===== config.mk =====
export PLATFORM = sky130hd
export DESIGN_NAME = card_maintenance_link_slave
export DESIGN_NICKNAME = d
export VERILOG_FILES = /design/src/rtl/maint_link_pkg.sv /design/src/rtl/uart_char.sv /design/src/rtl/card_maintenance_link_slave.sv
export VERILOG_INCLUDE_DIRS = /design/src /design/src/rtl
export SDC_FILE = /design/constraint.sdc
export NUM_CORES = 1
export LEC_CHECK = 0
export ABC_AREA = 0
export ABC_CLOCK_PERIOD_IN_PS = 4000
export BUFFER_PORTS_ARGS = -buffer_cell sky130_fd_sc_hd__buf_2
export CAP_MARGIN = 20
export CORE_MARGIN = 5
export CORE_UTILIZATION = 35
export DETAILED_ROUTE_END_ITERATION = 16
export PLACE_DENSITY = 0.55
export SLEW_MARGIN = 25
export SYNTH_ARGS = -nofsm -noshare
export SYNTH_HDL_FRONTEND = slang
export SYNTH_HIERARCHICAL = 1
export SYNTH_SLANG_ARGS = --single-unit

===== constraint.sdc =====
create_clock -name clk -period 4 [get_ports clk]
set_input_delay 0.2 -clock clk [delete_from_list [all_inputs] [get_ports clk]]
set_output_delay 0.2 -clock clk [all_outputs]
set_load 0.03 [all_outputs]

===== src/rtl/maint_link_params.svh =====
// Constants for the card maintenance link slave
`ifndef MAINT_LINK_PARAMS_SVH
`define MAINT_LINK_PARAMS_SVH

`define ML_CLK_HZ        40000000
`define ML_BAUD_DEF      9600
`define ML_DATA_BITS     8
`define ML_SLOT_BITS     5
`define ML_FRAME_CH      32
`define ML_CH_BITS       10
`define ML_FRAME_HZ      8000
`define ML_PEND_FRAMES   5
`define ML_PREAMBLE      4'hE
`define ML_PREAMBLE_LEN  4
`define ML_MSG_BITS      8
`define ML_CMD_POLL      3'h0
`define ML_CMD_STATUS    3'h1
`define ML_CMD_ACK       3'h2
`define ML_REPLY_POLL    3'h0
`define ML_REPLY_STATUS  3'h1

`endif


===== src/rtl/maint_link_pkg.sv =====
// Types for the card maintenance link slave
package maint_link_pkg;
	typedef enum logic [1:0] {
		TS_IDLE = 2'b00,
		TS_ANN  = 2'b01,
		TS_WAIT = 2'b10,
		TS_SEND = 2'b11
	} slot_st_t;
	typedef enum logic [1:0] {
		LK_IDLE  = 2'b00,
		LK_ADDR  = 2'b01,
		LK_REPLY = 2'b10
	} link_st_t;
endpackage : maint_link_pkg


===== src/rtl/uart_char.sv =====
// Asynchronous character receiver and transmitter for the maintenance link
`timescale 1ns/100ps
`include "maint_link_params.svh"

module uart_char #(
	parameter int DIV   = `ML_CLK_HZ / `ML_BAUD_DEF,
	parameter int DBITS = `ML_DATA_BITS
) (
	input  wire logic             clk,
	input  wire logic             rst,
	input  wire logic             rxSync,   // Already synchronised line
	output logic [DBITS-1:0]      rxData,
	output logic                  rxValid,  // One-cycle pulse
	input  wire logic [DBITS-1:0] txData,
	input  wire logic             txStart,
	output logic                  txBusy,
	output logic                  txLine
);
	initial begin
		// Bit counters are 16 bits wide, so slower rates need a wider counter
		if (DIV < 4 || DIV > 65535 || DBITS < 5 || DBITS > 9) $error("uart_char: bad parameters");
	end

	// ----------------------------------------------------------------
	// Receiver
	// ----------------------------------------------------------------
	logic [15:0]      rxCnt_r;
	logic [3:0]       rxBit_r;
	logic             rxAct_r;
	logic [DBITS-1:0] rxSh_r;

	// Start found on falling line, sampled mid-bit; stop bit checked high
	always_ff @(posedge clk) begin
		rxValid <= 1'b0;
		if (rst) begin
			rxAct_r <= 1'b0;
			rxCnt_r <= 16'h0000;
			rxBit_r <= 4'h0;
			rxSh_r  <= '0;
			rxData  <= '0;
		end else if (!rxAct_r) begin
			if (!rxSync) begin
				rxAct_r <= 1'b1;
				rxCnt_r <= 16'(DIV / 2);
				rxBit_r <= 4'h0;
			end
		end else if (rxCnt_r != 16'h0000) begin
			rxCnt_r <= rxCnt_r - 16'h0001;
		end else begin
			rxCnt_r <= 16'(DIV - 1);
			rxBit_r <= rxBit_r + 4'h1;
			if (rxBit_r == 4'h0 && rxSync) begin
				rxAct_r <= 1'b0;        // Glitch, not a start bit
			end else if (rxBit_r == 4'(DBITS + 1)) begin
				rxAct_r <= 1'b0;
				if (rxSync) begin
					rxData  <= rxSh_r;
					rxValid <= 1'b1;
				end
			end else if (rxBit_r != 4'h0) begin
				rxSh_r <= {rxSync, rxSh_r[DBITS-1:1]};
			end
		end
	end

	// ----------------------------------------------------------------
	// Transmitter: start, data LSB first, one stop
	// ----------------------------------------------------------------
	logic [15:0]    txCnt_r;
	logic [3:0]     txBit_r;
	logic [DBITS:0] txSh_r;

	always_ff @(posedge clk) begin
		if (rst) begin
			txBusy  <= 1'b0;
			txLine  <= 1'b1;
			txCnt_r <= 16'h0000;
			txBit_r <= 4'h0;
			txSh_r  <= '1;
		end else if (!txBusy) begin
			if (txStart) begin
				txBusy  <= 1'b1;
				txLine  <= 1'b0;
				txSh_r  <= {1'b1, txData};
				txCnt_r <= 16'(DIV - 1);
				txBit_r <= 4'h0;
			end
		end else if (txCnt_r != 16'h0000) begin
			txCnt_r <= txCnt_r - 16'h0001;
		end else if (txBit_r == 4'(DBITS + 1)) begin
			txBusy <= 1'b0;
		end else begin
			txCnt_r <= 16'(DIV - 1);
			txBit_r <= txBit_r + 4'h1;
			txLine  <= txSh_r[0];
			txSh_r  <= {1'b1, txSh_r[DBITS:1]};
		end
	end
endmodule : uart_char


===== src/rtl/card_maintenance_link_slave.sv =====
// Maintenance serial link slave and frame slot zero message flag
// How it works
// - Status returns on separate input bus
// - Shared buses, controller master, cards slaves
// - Backplane slot address; answer only own
// - Poll reply carries slot, change flag
// - Slave never transmits unprompted
// - Self-test result flagged at next poll, returned on status command
// - Pending message: ones for five frames
// - Then preamble 1110 and message bits
// - Frame: 32 ten-bit channels at 8 kHz
`timescale 1ns/100ps
`include "maint_link_params.svh"

module card_maintenance_link_slave #(
	parameter int BAUD    = `ML_BAUD_DEF,
	parameter int MSGBITS = `ML_MSG_BITS
) (
	input  wire logic                     clk,
	input  wire logic                     rst,
	input  wire logic [`ML_SLOT_BITS-1:0] slotAddr,      // Backplane straps
	input  wire logic                     ctrlBusIn,     // Output bus from controller
	output logic                          statBusOut,    // Input bus to controller
	output logic                          statBusOe,     // Drive enable on shared bus
	input  wire logic                     selfTestDone,  // Local self-test finished
	input  wire logic                     selfTestPass,
	input  wire logic [7:0]               cardStatus,    // Status to report
	output logic [7:0]                    cfgData,       // Downloaded configuration
	output logic                          cfgStrobe,
	input  wire logic                     slotZeroIn,    // Frame slot zero bit from network
	input  wire logic                     slotZeroTick,  // Pulse at each slot zero
	output logic                          slotZeroOut,
	input  wire logic                     msgReq,        // Card has a message waiting
	input  wire logic [MSGBITS-1:0]       msgData,
	output logic                          msgDone
);
	localparam int DIV = `ML_CLK_HZ / BAUD;
	initial begin
		// Slot-zero counter is 8 bits and must hold the message plus its preamble
		if (DIV < 4 || MSGBITS < 1 || MSGBITS > 252) $error("card_maintenance_link_slave: bad parameters");
		// Frame figures kept for reference of the loop timing
		if (`ML_FRAME_CH * `ML_CH_BITS * `ML_FRAME_HZ != 2560000) $error("frame rate mismatch");
	end

	// ----------------------------------------------------------------
	// Pin synchronisers
	// ----------------------------------------------------------------
	logic [1:0] rxSy_r;
	logic [1:0] zSy_r;
	always_ff @(posedge clk) begin
		if (rst) begin
			rxSy_r <= 2'b11;
			zSy_r  <= 2'b00;
		end else begin
			rxSy_r <= {rxSy_r[0], ctrlBusIn};
			zSy_r  <= {zSy_r[0], slotZeroIn};
		end
	end

	// Straps caught once after reset release
	logic [`ML_SLOT_BITS-1:0] mySlot_r;
	logic                     slotCaught_r;
	always_ff @(posedge clk) begin
		if (rst) begin
			mySlot_r     <= '0;
			slotCaught_r <= 1'b0;
		end else if (!slotCaught_r) begin
			mySlot_r     <= slotAddr;
			slotCaught_r <= 1'b1;
		end
	end

	// ----------------------------------------------------------------
	// Character engine
	// ----------------------------------------------------------------
	logic [7:0] rxData;
	logic       rxValid;
	logic [7:0] txData_r;
	logic       txStart_r;
	logic       txBusy;
	logic       txLine;

	uart_char #(.DIV(DIV), .DBITS(`ML_DATA_BITS)) uChar (
		.clk     (clk),
		.rst     (rst),
		.rxSync  (rxSy_r[1]),
		.rxData  (rxData),
		.rxValid (rxValid),
		.txData  (txData_r),
		.txStart (txStart_r),
		.txBusy  (txBusy),
		.txLine  (txLine)
	);

	// ----------------------------------------------------------------
	// Link protocol: address byte {cmd[7:5], slot[4:0]}, then reply
	// ----------------------------------------------------------------
	maint_link_pkg::link_st_t lk_r;
	logic       changed_r;   // Status changed since last poll
	logic       stPending_r; // Self-test result not yet reported
	logic [7:0] lastStat_r;
	logic       cfgNext_r;   // Next byte is configuration data
	logic       sent_r;

	wire addrHit = rxValid && rxData[4:0] == mySlot_r && slotCaught_r;

	always_ff @(posedge clk) begin
		txStart_r <= 1'b0;
		cfgStrobe <= 1'b0;
		if (rst) begin
			lk_r      <= maint_link_pkg::LK_IDLE;
			txData_r  <= 8'h00;
			cfgData   <= 8'h00;
			cfgNext_r <= 1'b0;
			sent_r    <= 1'b0;
		end else begin
			unique case (lk_r)
				maint_link_pkg::LK_IDLE: begin
					if (rxValid && cfgNext_r) begin
						cfgData   <= rxData;  // Configuration download
						cfgStrobe <= 1'b1;
						cfgNext_r <= 1'b0;
					end else if (addrHit) begin
						// Replies only after a prompt to this slot
						if (rxData[7:5] == `ML_CMD_POLL) begin
							// Slot address, change and self-test flags
							txData_r <= {`ML_REPLY_POLL, mySlot_r};
							txData_r[7] <= changed_r | stPending_r;
							lk_r <= maint_link_pkg::LK_REPLY;
						end else if (rxData[7:5] == `ML_CMD_STATUS) begin
							txData_r <= stPending_r ? {7'h00, selfTestPass} : cardStatus;
							lk_r <= maint_link_pkg::LK_REPLY;
						end else begin
							cfgNext_r <= 1'b1;
						end
					end
				end
				maint_link_pkg::LK_REPLY: begin
					if (!sent_r) begin
						txStart_r <= 1'b1;
						sent_r    <= 1'b1;
					end else if (!txBusy && !txStart_r) begin
						sent_r <= 1'b0;
						lk_r   <= maint_link_pkg::LK_IDLE;
					end
				end
				default: lk_r <= maint_link_pkg::LK_IDLE;
			endcase
		end
	end

	// Change and self-test flags; new change wins over clear by poll
	wire pollHit = lk_r == maint_link_pkg::LK_IDLE && addrHit && !cfgNext_r;
	logic doneD_r;  // Self-test done one cycle late, for its rising edge
	always_ff @(posedge clk) begin
		if (rst) begin
			changed_r   <= 1'b0;
			stPending_r <= 1'b0;
			lastStat_r  <= 8'h00;
			doneD_r     <= 1'b0;
		end else begin
			lastStat_r <= cardStatus;
			doneD_r    <= selfTestDone;
			if (cardStatus != lastStat_r)
				changed_r <= 1'b1;
			else if (pollHit && rxData[7:5] == `ML_CMD_POLL)
				changed_r <= 1'b0;
			// Armed once per insertion by the rising edge; a level would re-arm after the query
			if (selfTestDone && !doneD_r)
				stPending_r <= 1'b1;
			else if (pollHit && rxData[7:5] == `ML_CMD_STATUS)
				stPending_r <= 1'b0;
		end
	end

	// Shared input bus driven only while replying
	always_comb begin
		statBusOe  = txBusy;
		statBusOut = txLine;
	end

	// ----------------------------------------------------------------
	// Frame slot zero message flag
	// ----------------------------------------------------------------
	maint_link_pkg::slot_st_t ts_r;
	logic [7:0]          zCnt_r;
	logic [MSGBITS+3:0]  zSh_r;
	wire                 tick = slotZeroTick;

	always_ff @(posedge clk) begin
		msgDone <= 1'b0;
		if (rst) begin
			ts_r        <= maint_link_pkg::TS_IDLE;
			zCnt_r      <= 8'h00;
			zSh_r       <= '0;
			slotZeroOut <= 1'b0;
		end else if (tick) begin
			unique case (ts_r)
				maint_link_pkg::TS_IDLE: begin
					slotZeroOut <= 1'b0;
					if (msgReq) begin
						ts_r        <= maint_link_pkg::TS_ANN;
						zCnt_r      <= 8'h01;
						slotZeroOut <= 1'b1;
					end
				end
				maint_link_pkg::TS_ANN: begin
					if (zCnt_r == 8'(`ML_PEND_FRAMES)) begin
						slotZeroOut <= 1'b0;
						ts_r        <= maint_link_pkg::TS_WAIT;
					end else begin
						zCnt_r <= zCnt_r + 8'h01;
					end
				end
				maint_link_pkg::TS_WAIT: begin
					if (zSy_r[1]) begin
						// Send enable seen; preamble then message
						zSh_r       <= {`ML_PREAMBLE, msgData};
						slotZeroOut <= 1'b1;
						zCnt_r      <= 8'(MSGBITS + `ML_PREAMBLE_LEN - 1);
						ts_r        <= maint_link_pkg::TS_SEND;
					end
				end
				maint_link_pkg::TS_SEND: begin
					if (zCnt_r == 8'h00) begin
						slotZeroOut <= 1'b0;
						msgDone     <= 1'b1;
						ts_r        <= maint_link_pkg::TS_IDLE;
					end else begin
						zSh_r       <= {zSh_r[MSGBITS+2:0], 1'b0};
						slotZeroOut <= zSh_r[MSGBITS+2];
						zCnt_r      <= zCnt_r - 8'h01;
					end
				end
			endcase
		end
	end

	// ----------------------------------------------------------------
	// Checks
	// ----------------------------------------------------------------
	property p_quiet;
		@(posedge clk) disable iff (rst) statBusOe |-> lk_r == maint_link_pkg::LK_REPLY;
	endproperty
	a_quiet: assert property (p_quiet) else $error("bus driven unprompted");

	property p_reply;
		@(posedge clk) disable iff (rst) pollHit && rxData[7:5] == `ML_CMD_POLL |-> ##3 statBusOe;
	endproperty
	a_reply: assert property (p_reply) else $error("no reply to own poll");

	property p_foreign;
		@(posedge clk) disable iff (rst) rxValid && lk_r == maint_link_pkg::LK_IDLE && !cfgNext_r &&
			rxData[4:0] != mySlot_r |=> lk_r == maint_link_pkg::LK_IDLE;
	endproperty
	a_foreign: assert property (p_foreign) else $error("answered foreign slot");

	property p_slot;
		@(posedge clk) disable iff (rst) (pollHit && rxData[7:5] == `ML_CMD_POLL) |=> txData_r[4:0] == mySlot_r;
	endproperty
	a_slot: assert property (p_slot) else $error("reply lacks slot");

	property p_ann;
		@(posedge clk) disable iff (rst) tick && ts_r == maint_link_pkg::TS_IDLE && msgReq |=> slotZeroOut;
	endproperty
	a_ann: assert property (p_ann) else $error("no ones on pending");

	property p_annEnd;
		@(posedge clk) disable iff (rst) tick && ts_r == maint_link_pkg::TS_ANN && zCnt_r == 8'h05 |=>
			!slotZeroOut && ts_r == maint_link_pkg::TS_WAIT;
	endproperty
	a_annEnd: assert property (p_annEnd) else $error("ones run not five");

	property p_pre;
		@(posedge clk) disable iff (rst) tick && ts_r == maint_link_pkg::TS_WAIT && zSy_r[1] |=> slotZeroOut;
	endproperty
	a_pre: assert property (p_pre) else $error("preamble not started");

	property p_stReport;
		@(posedge clk) disable iff (rst) stPending_r && pollHit && rxData[7:5] == `ML_CMD_POLL |=> txData_r[7];
	endproperty
	a_stReport: assert property (p_stReport) else $error("self-test not flagged");

	c_poll: cover property (@(posedge clk) pollHit);
	c_cfg:  cover property (@(posedge clk) cfgStrobe);
	c_msg:  cover property (@(posedge clk) msgDone);
endmodule : card_maintenance_link_slave


### Yosys cells after proc, flatten, opt, wreduce, memory -nomap -nowiden

Cells that the tools add are included.

* add/subtract/negate cells: 6
* equal/unequal tests: 28
* multiplexer cells: 74
* bitwise logic cells: 10
* reductions and logical operators: 45

Operators by type and width (number)
* 16-bit two-way mux: 7
* 8-bit two-way mux: 7
* 9-bit two-way mux: 4
* 1-bit two-way mux: 32
* 8-bit one-hot mux with 4 select lines: 1
* 16-bit nonzero test: 2
* 16-bit by 1-bit subtractor with 16-bit output, second input constant: 2
* 2-bit != test, second input constant: 15
* 4-bit two-way mux: 7
* 5-bit AND reduction: 5
* 11-bit two-way mux: 2
* 11-bit one-hot mux with 2 select lines: 1
* 2-bit two-way mux: 10
* 4-bit AND reduction: 3
* 2-bit nonzero test: 6
* 1-bit logical AND: 10
* 1-bit inverter: 9
* 4-bit by 1-bit adder with 4-bit output, second input constant: 2
* 8-bit by 1-bit adder with 8-bit output, second input constant: 1
* 4-bit == test, second input constant: 2
* 8-bit by 3-bit == test with 1-bit output, second input constant: 1
* 8-bit zero test: 1
* 8-bit != test: 1
* 2-bit one-hot mux with 4 select lines: 1
* other kinds (20): 31

* register bits after elaboration: 135
* bits of input ports: 29
* output and inout port bits: 13
* word-level logic and storage cells: 194

### Depth between registers and ports, before layout

Gate-level depths: netlist (run 1).

* word-level depth: 8
* depth in mapped cells: 11
* depth with buffers taken out: 8

### Cells and area by module

The synthesis (run 1) kept the hierarchy.

By module, submodules not included
* uart_char: instances 1, cells each 380, area each 3362.0 um2, seq. area each 1361.3 um2
* card_maintenance_link_slave: instances 1, cells each 346, area each 3198.1 um2, seq. area each 1301.2 um2

### Least setup slack after synthesis (run 1)

No wires, ideal clock.

* kind: register -> register
* from: register ts_r[0]
* to: register zCnt_r[6]
* library setup time: 0.117 ns
* arrival time: 2.673 ns
* data required time: 3.883 ns
* setup slack: 1.210 ns
* stages on the path, launching flop included: 12
* path buffers: 3
* period minus slack after synthesis: 2.790 ns
* cell sequence: dfxtp_1 ha_1 buf_2 buf_2 buf_2 xor2_1 ha_1 nor3b_1 o21ai_0 and3_1 or3b_1 a32o_1

* word-level cells in the longest chain between the ends: 3
* elaborated cells on any way between the ends: 10
* classes of those cells: eq/ne: 7; mux: 1; reduce/logical: 2

Ends and longest elaborated chain
* from (decl): line card_maintenance_link_slave.sv:185 `maint_link_pkg::slot_st_t ts_r;`
* from (signal assigned): line card_maintenance_link_slave.sv:193 `ts_r <= maint_link_pkg::TS_IDLE;`
* from (signal assigned): line card_maintenance_link_slave.sv:202 `ts_r <= maint_link_pkg::TS_ANN;`
* from (signal assigned): line card_maintenance_link_slave.sv:210 `ts_r <= maint_link_pkg::TS_WAIT;`
* 2-bit == test, or another cell as far along: line card_maintenance_link_slave.sv:198 `unique case (ts_r)`
* 2-bit != test (no source line)
* 5-bit AND reduction (no source line)
* to (signal assigned): line card_maintenance_link_slave.sv:212 `zCnt_r <= zCnt_r + 8'h01;`
* to (signal assigned): line card_maintenance_link_slave.sv:220 `` zCnt_r <= 8'(MSGBITS + `ML_PREAMBLE_LEN - 1); ``
* to (signal assigned): line card_maintenance_link_slave.sv:232 `zCnt_r <= zCnt_r - 8'h01;`
* to (decl): line card_maintenance_link_slave.sv:186 `logic [7:0] zCnt_r;`

Several ways; a longest one is shown, not always the timed one.
A chain may end at the register's enable or synchronous reset.

### Worst setup path after layout (run 1)

* from: register ts_r[0]
* to: register zCnt_r[7]

The elaborated chain is that of the path after synthesis.

==> results.cfg, run 1 <==
[placement]
placedInstanceArea_mm2 = 0.006942
global_placer_s_final_weighted_congestion = 0.8363
io_buffer_count = 41
placed_cells_incl_taps = 968
post-dp-hpwl_um = 10420

[layout]
nets = 798
synthToLayoutAreaGrowth_pct = 15.01
antenna-diode-count = 0
mostFrequentLayoutCells = dfxtp_1, nor2_1, mux2i_1
final_core_utilization_pct = 40.61
final_instance_count_without_filler_cells = 1002
fin_area_mm2 = 0.007545
fraction_of_layout_cells_with_a_size_suffix_above_1_pct = 14.06
layout.cells.most_common = dfxtp_1

[setup_path]
timing.critical_path.buf_inv = 1
rr_worst_depth = 7
type_of_the_worst_setup_path = flip-flop to flip-flop
worst_path_max_delay_cell = dfxtp_1
cp_cell_sequence = ha_1 > buf_4 > and4b_1 > a211oi_2 > a31oi_1 > a32o_1 > mux2_2
crit_path_max_incr_delay_ns = 0.50
worst-path-max-fanout = 22
critical_path_cell_count = 7
worstSetupStartpointType = flip-flop
timing.critical_path.arrival_ns = 2.91
worstPathRequired_ns = 4.30
crit_family = compound AO/OA/AOI/OAI gates
critical_path.endpoint_type = flip-flop

[clocking]
clk-insertion-delay-late_ns = 0.41
tritoncts_clock_tree = built
number_of_clock_buffers_inserted_by_tritoncts = 17
cts.sink_count = 133
clock_tree.buffer_depth = 2
ctsResizeCount = 0
clock_pin_slew_reported_for_the_worst_setup_and_hold_paths_after_clock_tree_synthesis_ns = 0.06
clock_tree.root_cell = clkbuf_16
ctsHtreeMaxLevel = 4

[timing]
clock-skew-final_ns = 0.007971
worst_slew_margin_rel_pct = 40.12
setup_violations = 0
finalSetupTns_ns = 0
fin_crit_ns = 2.606
max_freq_ghz = 0.3837
rsz0062_at_grt = false
final_min_period_over_clock_period_pct = 65.16
tightestPinTransition_ns = 0.8982
hold_viol_final = 0
finalMaxSlewViolations = 0

[route]
avgViaCountPerCell = 5.471
drcViolationCount = 0
dr.pass1.iters = 7
drt_iter0_drc = 463
detail_route.wirelength_um = 14870
drt.antenna.violating_nets = 0
detailroute.via_count = 5482
detail_route.wl_per_cell_um = 14.84

[power]
cell_pwr_density_mw_per_mm2 = 430.1
power.ir.vdd_worst_mv = 0.3091
total_leakage_power_nw = 2.918

[global_routing]
gr-total-overflow = 0
wire_length_of_the_first_global_routing_pass_um = 25290
number_of_antenna_violations_at_the_first_check_in_global_routing = 1
grt.met2_usage_pct = 21.46
grt_max_degree = 74
global_route.usage.met3_pct = 2.838
grt_most_used_layer = met2
first_global_vias = 5213
grt_util_met1_pct = 18.66
global_route.usage.total_pct = 13.80

[floorplan]
fp.dieH_um = 146.9
core_area_mm2 = 0.01858
fp-row-count = 50
dieArea_mm2 = 0.02158
fp.dieW_um = 146.9
io_pins = 42
initial_core_util_pct = 35.31

[yosys]
post_synth_inst_count = 726
synth.cell_area_mm2 = 0.006560
synth_area_per_inst_um2 = 9.036
yosys.area.top_type = dfxtp_1
yosys-top-cells-area = dfxtp_1, mux2i_1, nor2_1, a21oi_1, ha_1
ys_warns = 6
number_of_synthesized_register_bits = 133
async_flop_share_pct = 0
seq_area_frac_synth_pct = 40.59
synth.distinct_cells = 80
synth-edff-count = 0
synth_largest_type_area_fraction_pct = 40.59
ys_dominant_reg_cell = dfxtp_1
nets_in_the_synthesized_netlist = 769

[worst_hold_path]
timing.hold.worst_path_depth = 2
hold_path_class = input pin to flip-flop

[flow_run]
timing.max_cap.violations = 0

[outcome]
outcome = finished, final reports clean
## sequential cells by signal, indices dropped and copies added (netlist names), 4 cells and up
name and flops:
uChar/txCnt_r 16, zCnt_r 8, cfgData 8, uChar/rxBit_r 4, lastStat_r 8, zSh_r 11
uChar/rxSh_r 8, uChar/txSh_r 8, uChar/rxData 8, uChar/rxCnt_r 16, txData_r 8, uChar/txBit_r 4
mySlot_r 5
## cell type report
cell class | instances | area (um2)
clock buffer | 17 | 425.4
clock inverter | 15 | 157.7
fill | 1822 | 11040
inverter | 20 | 75.07
multi-input combinational | 534 | 3659
sequential | 133 | 2663
tap | 234 | 292.8
timing repair buffer | 49 | 272.8
## cells in the mapped netlist (all sizes together), types with 10 or more instances
library cell and instances:
dfxtp 133, nor2 80, mux2i 41, a21oi 39, nand2 39, nor3 36, nor2b 28, clkbuf 24
nand3 23, inv 20, o21ai 17, a211oi 16, nor3b 16, buf 15, ha 14, xor2 14
or3 12, nand2b 11, nand4 10
## worst register-to-register path, delay by kind of cell (launching register included)
| kind | cells | cell delay [ns] |
|---|---|---|
| fa+ha+maj | 1 | 0.45 |
| simple gates | 1 | 0.27 |
| compound gates | 3 | 0.66 |
| buf+inv | 1 | 0.36 |
| flops | 1 | 0.50 |
| mux | 1 | 0.26 |
## metrics by stage
| stage | hold WS, ns | total power, mW | setup WS, ns |
|---|---|---|---|
| 2_1_floorplan | 0.3038 | 1.648 | 1.210 |
| 3_3_place_gp | 0.3879 | 1.722 | 1.527 |
| 3_5_place_dp | 0.3883 | 1.731 | 1.438 |
| 4_1_cts | 0.005082 | 3.283 | 1.421 |
| 5_1_grt | 0.04120 | 3.379 | 1.185 |
| 6_report | 0.02076 | 3.245 | 1.394 |
## cells by family (layout without fill, tap and decap cells)
kind of cell,after synthesis,count (layout),synth area share (%)
simple gates,304,304,27.05
compound gates,151,151,16.44
flops,133,133,40.59
buf+inv,59,101,3.719
mux,43,43,6.599
xor+xnor,22,22,2.937
fa+ha+maj,14,14,2.670
## final timing paths
kind                 from        end  slack (ns)
max               ts_r[0]  zCnt_r[7]        1.39
min          selfTestDone    doneD_r        0.02
max reg2reg       ts_r[0]  zCnt_r[7]        1.39
min reg2reg     rxSy_r[0]  rxSy_r[1]        0.42
## layer usage
metal	routed length, um	part of all wire (%)	vias to the layer above
met5	7	0.047	-
met4	314	2.1	2
met3	582	3.9	28
met2	6714	45	138
met1	7250	49	2598
li1	-	-	2716
## power breakdown
group | switching (mW) | total (mW) | internal [mW]
clock | 0.655 | 1.54 | 0.883
combinational | 0.187 | 0.299 | 0.113
sequential | 0.0455 | 1.41 | 1.36
total | 0.888 | 3.24 | 2.36
## what timing repair did
item / CTS / global route
buffers inserted: 0 / 0
hold buffers: 2 / 0
hold endpoints to repair: 2 / 0
No activity file was read; power rests on OpenSTA's default activity.
==> run 2, diff against run 1 <==
--- a/config.mk
+++ b/config.mk
@@ -7,13 +7,13 @@
 export NUM_CORES = 1
 export LEC_CHECK = 0
 export ABC_AREA = 0
-export ABC_CLOCK_PERIOD_IN_PS = 4000
+export ABC_CLOCK_PERIOD_IN_PS = 2270
 export BUFFER_PORTS_ARGS = -buffer_cell sky130_fd_sc_hd__buf_2
 export CAP_MARGIN = 20
 export CORE_MARGIN = 5
 export CORE_UTILIZATION = 35
 export DETAILED_ROUTE_END_ITERATION = 16
-export PLACE_DENSITY = 0.55
+export PLACE_DENSITY = 0.57
 export SLEW_MARGIN = 25
 export SYNTH_ARGS = -nofsm -noshare
 export SYNTH_HDL_FRONTEND = slang
==> constraint.sdc (replaced) <==
create_clock -name clk -period 2.27 [get_ports clk]
set_input_delay 0.1135 -clock clk [delete_from_list [all_inputs] [get_ports clk]]
set_output_delay 0.1135 -clock clk [all_outputs]
set_load 0.03 [all_outputs]
==> run 2 against run 1 <==
Compared with the run above:
- flip-flop and latch count is the same
- critical path type unchanged
- power grew 79%
- critical endpoint unchanged
- wire length increased by 2.5%
- clock power up 78%
- highest routed layer unchanged
- largest power group unchanged
- worst setup slack lost 1.3 ns
- worst hold slack improved by 0.0051 ns
- first-iteration DRC count shrank 49%
- via count down 0.89%
- sequential share of layout area down 1.7 points
- sequential power is 76% higher
==> results.cfg, run 2 (synthesis results as in run 1) <==
[layout]
fin_area_mm2 = 0.007943
mostFrequentLayoutCells = dfxtp_1, nor2_1, mux2i_1
final_core_utilization_pct = 42.75
antenna-diode-count = 0
synthToLayoutAreaGrowth_pct = 21.08
reg.largest.list = uChar/rxCnt_r: 16 flops, uChar/txCnt_r: 16 flops, zSh_r: 11 flops
final_instance_count_without_filler_cells = 1044
fraction_of_layout_cells_with_a_size_suffix_above_1_pct = 17.53
nets = 840
layout.cells.most_common = dfxtp_1

[timing]
final_min_period_over_clock_period_pct = 93.72
clock-skew-final_ns = 0.009444
tightestPinTransition_ns = 0.6955
rsz0062_at_grt = false
worst_slew_margin_rel_pct = 53.49
finalSetupTns_ns = 0
hold-worst-slack_ns = 0.02583
finalMaxSlewViolations = 0
timing.final.ws_setup_ns = 0.1426
max_freq_ghz = 0.4700
hold_viol_final = 0
fin_crit_ns = 2.127
setup_violations = 0

[placement]
placedInstanceArea_mm2 = 0.007172
io_buffer_count = 41
global_placer_s_final_weighted_congestion = 0.8128
dp_worst_setup_slack_ns = 0.1693
placed_cells_incl_taps = 995
post-dp-hpwl_um = 10640

[clocking]
clock_tree.root_cell = clkbuf_16
clock_tree.buffer_depth = 2
cts.sink_count = 133
clk-insertion-delay-late_ns = 0.42
clock_pin_slew_reported_for_the_worst_setup_and_hold_paths_after_clock_tree_synthesis_ns = 0.06
number_of_clock_buffers_inserted_by_tritoncts = 17
tritoncts_clock_tree = built
ctsHtreeMaxLevel = 4
postCtsSetupBuffers = 0

[global_routing]
gr-total-overflow = 0
first_global_vias = 5197
global_route.usage.total_pct = 14.26
grt_max_degree = 38
number_of_antenna_violations_at_the_first_check_in_global_routing = 1
wire_length_of_the_first_global_routing_pass_um = 25800

[flow_run]
timing.max_cap.violations = 0

[setup_path]
timing.critical_path.arrival_ns = 2.43
critical_path.endpoint_type = flip-flop
worstSetupStartpointType = flip-flop
worstPathRequired_ns = 2.58
crit_path_max_incr_delay_ns = 0.38
cp_cell_sequence = ha_4 > buf_4 > nor3b_1 > o211a_1 > or2_0 > a32o_1 > mux2_2
worst-path-max-fanout = 15
worst_path_max_delay_cell = dfxtp_4
type_of_the_worst_setup_path = flip-flop to flip-flop

[route]
drt_iter0_drc = 235
drcViolationCount = 0
detail_route.wirelength_um = 15240
detailroute.via_count = 5433
avgViaCountPerCell = 5.204
dr.pass1.iters = 4
drt.antenna.violating_nets = 0
detail_route.wl_per_cell_um = 14.60

[worst_hold_path]
hold_path_class = input pin to flip-flop

[power]
power.ir.vdd_worst_mv = 0.5409
total_leakage_power_nw = 3.134
totalPowerFinal_mw = 5.793
cell_pwr_density_mw_per_mm2 = 729.3

[floorplan]
fp.dieW_um = 146.9
io_pins = 42
fp.dieH_um = 146.9
initial_core_util_pct = 35.31
fp-row-count = 50
core_area_mm2 = 0.01858
dieArea_mm2 = 0.02158

[outcome]
outcome = finished, final reports clean
-- run 2: cell types whose count changed in the layout (fill, tap and decap cells not counted), moves of 2 or more --
cell,delta
buf_4,+27
dlygate4sd3_1,+15
inv_8,-4
clkinv_2,+3
clkinvlp_4,-3
clkbuf_8,+2
dfxtp_1,-2
dfxtp_4,+2
ha_1,-2
-- run 2: critical path, delay by kind of cell, from the launching register on --
family	cells	cell delay [ns]
AO/OA/AOI/OAI	2	0.52
adder cells (fa/ha/maj)	1	0.18
buffers and inverters	1	0.20
flip-flops	1	0.38
multiplexers	1	0.26
AND/OR/NAND/NOR	2	0.46
-- run 2: final timing paths --
kind | slack, ns | end | from | cells past startpoint
max | 0.14 | zCnt_r[7] | ts_r[0] | 7
max reg2reg | 0.14 | zCnt_r[7] | ts_r[0] | 7
min reg2reg | 0.42 | rxSy_r[1] | rxSy_r[0] | 1
min | 0.03 | zSh_r[2] | msgData[2] | 3
-- run 2: power by group --
group          internal, mW  leakage [nW]  switching [mW]  total (mW)
Clock                  1.65         0.294            1.09        2.74
Sequential             2.40          1.08          0.0765        2.48
Combinational         0.244          1.76           0.336       0.580
-- run 2: area by class of cell --
class | count | area, um2
clock inverter | 12 | 113.9
clock buffer | 20 | 478.0
timing repair buffer | 91 | 625.6
sequential | 133 | 2670
multi-input combinational | 534 | 3687
inverter | 20 | 75.07
fill | 1822 | 10640
tap | 234 | 292.8
-- run 2: timing repair --
action,CTS,global route
resized for setup,0,2
hold buffers,17,0
hold endpoints to repair,18,0
endpoints found under the setup margin,0,2
-- run 2: metal layers --
metal | wire (um) | global-route usage (%)
met5 | 11 | 0
met4 | 158 | 4.101
met3 | 530 | 3.948
met2 | 6915 | 22.49
met1 | 7623 | 19.19
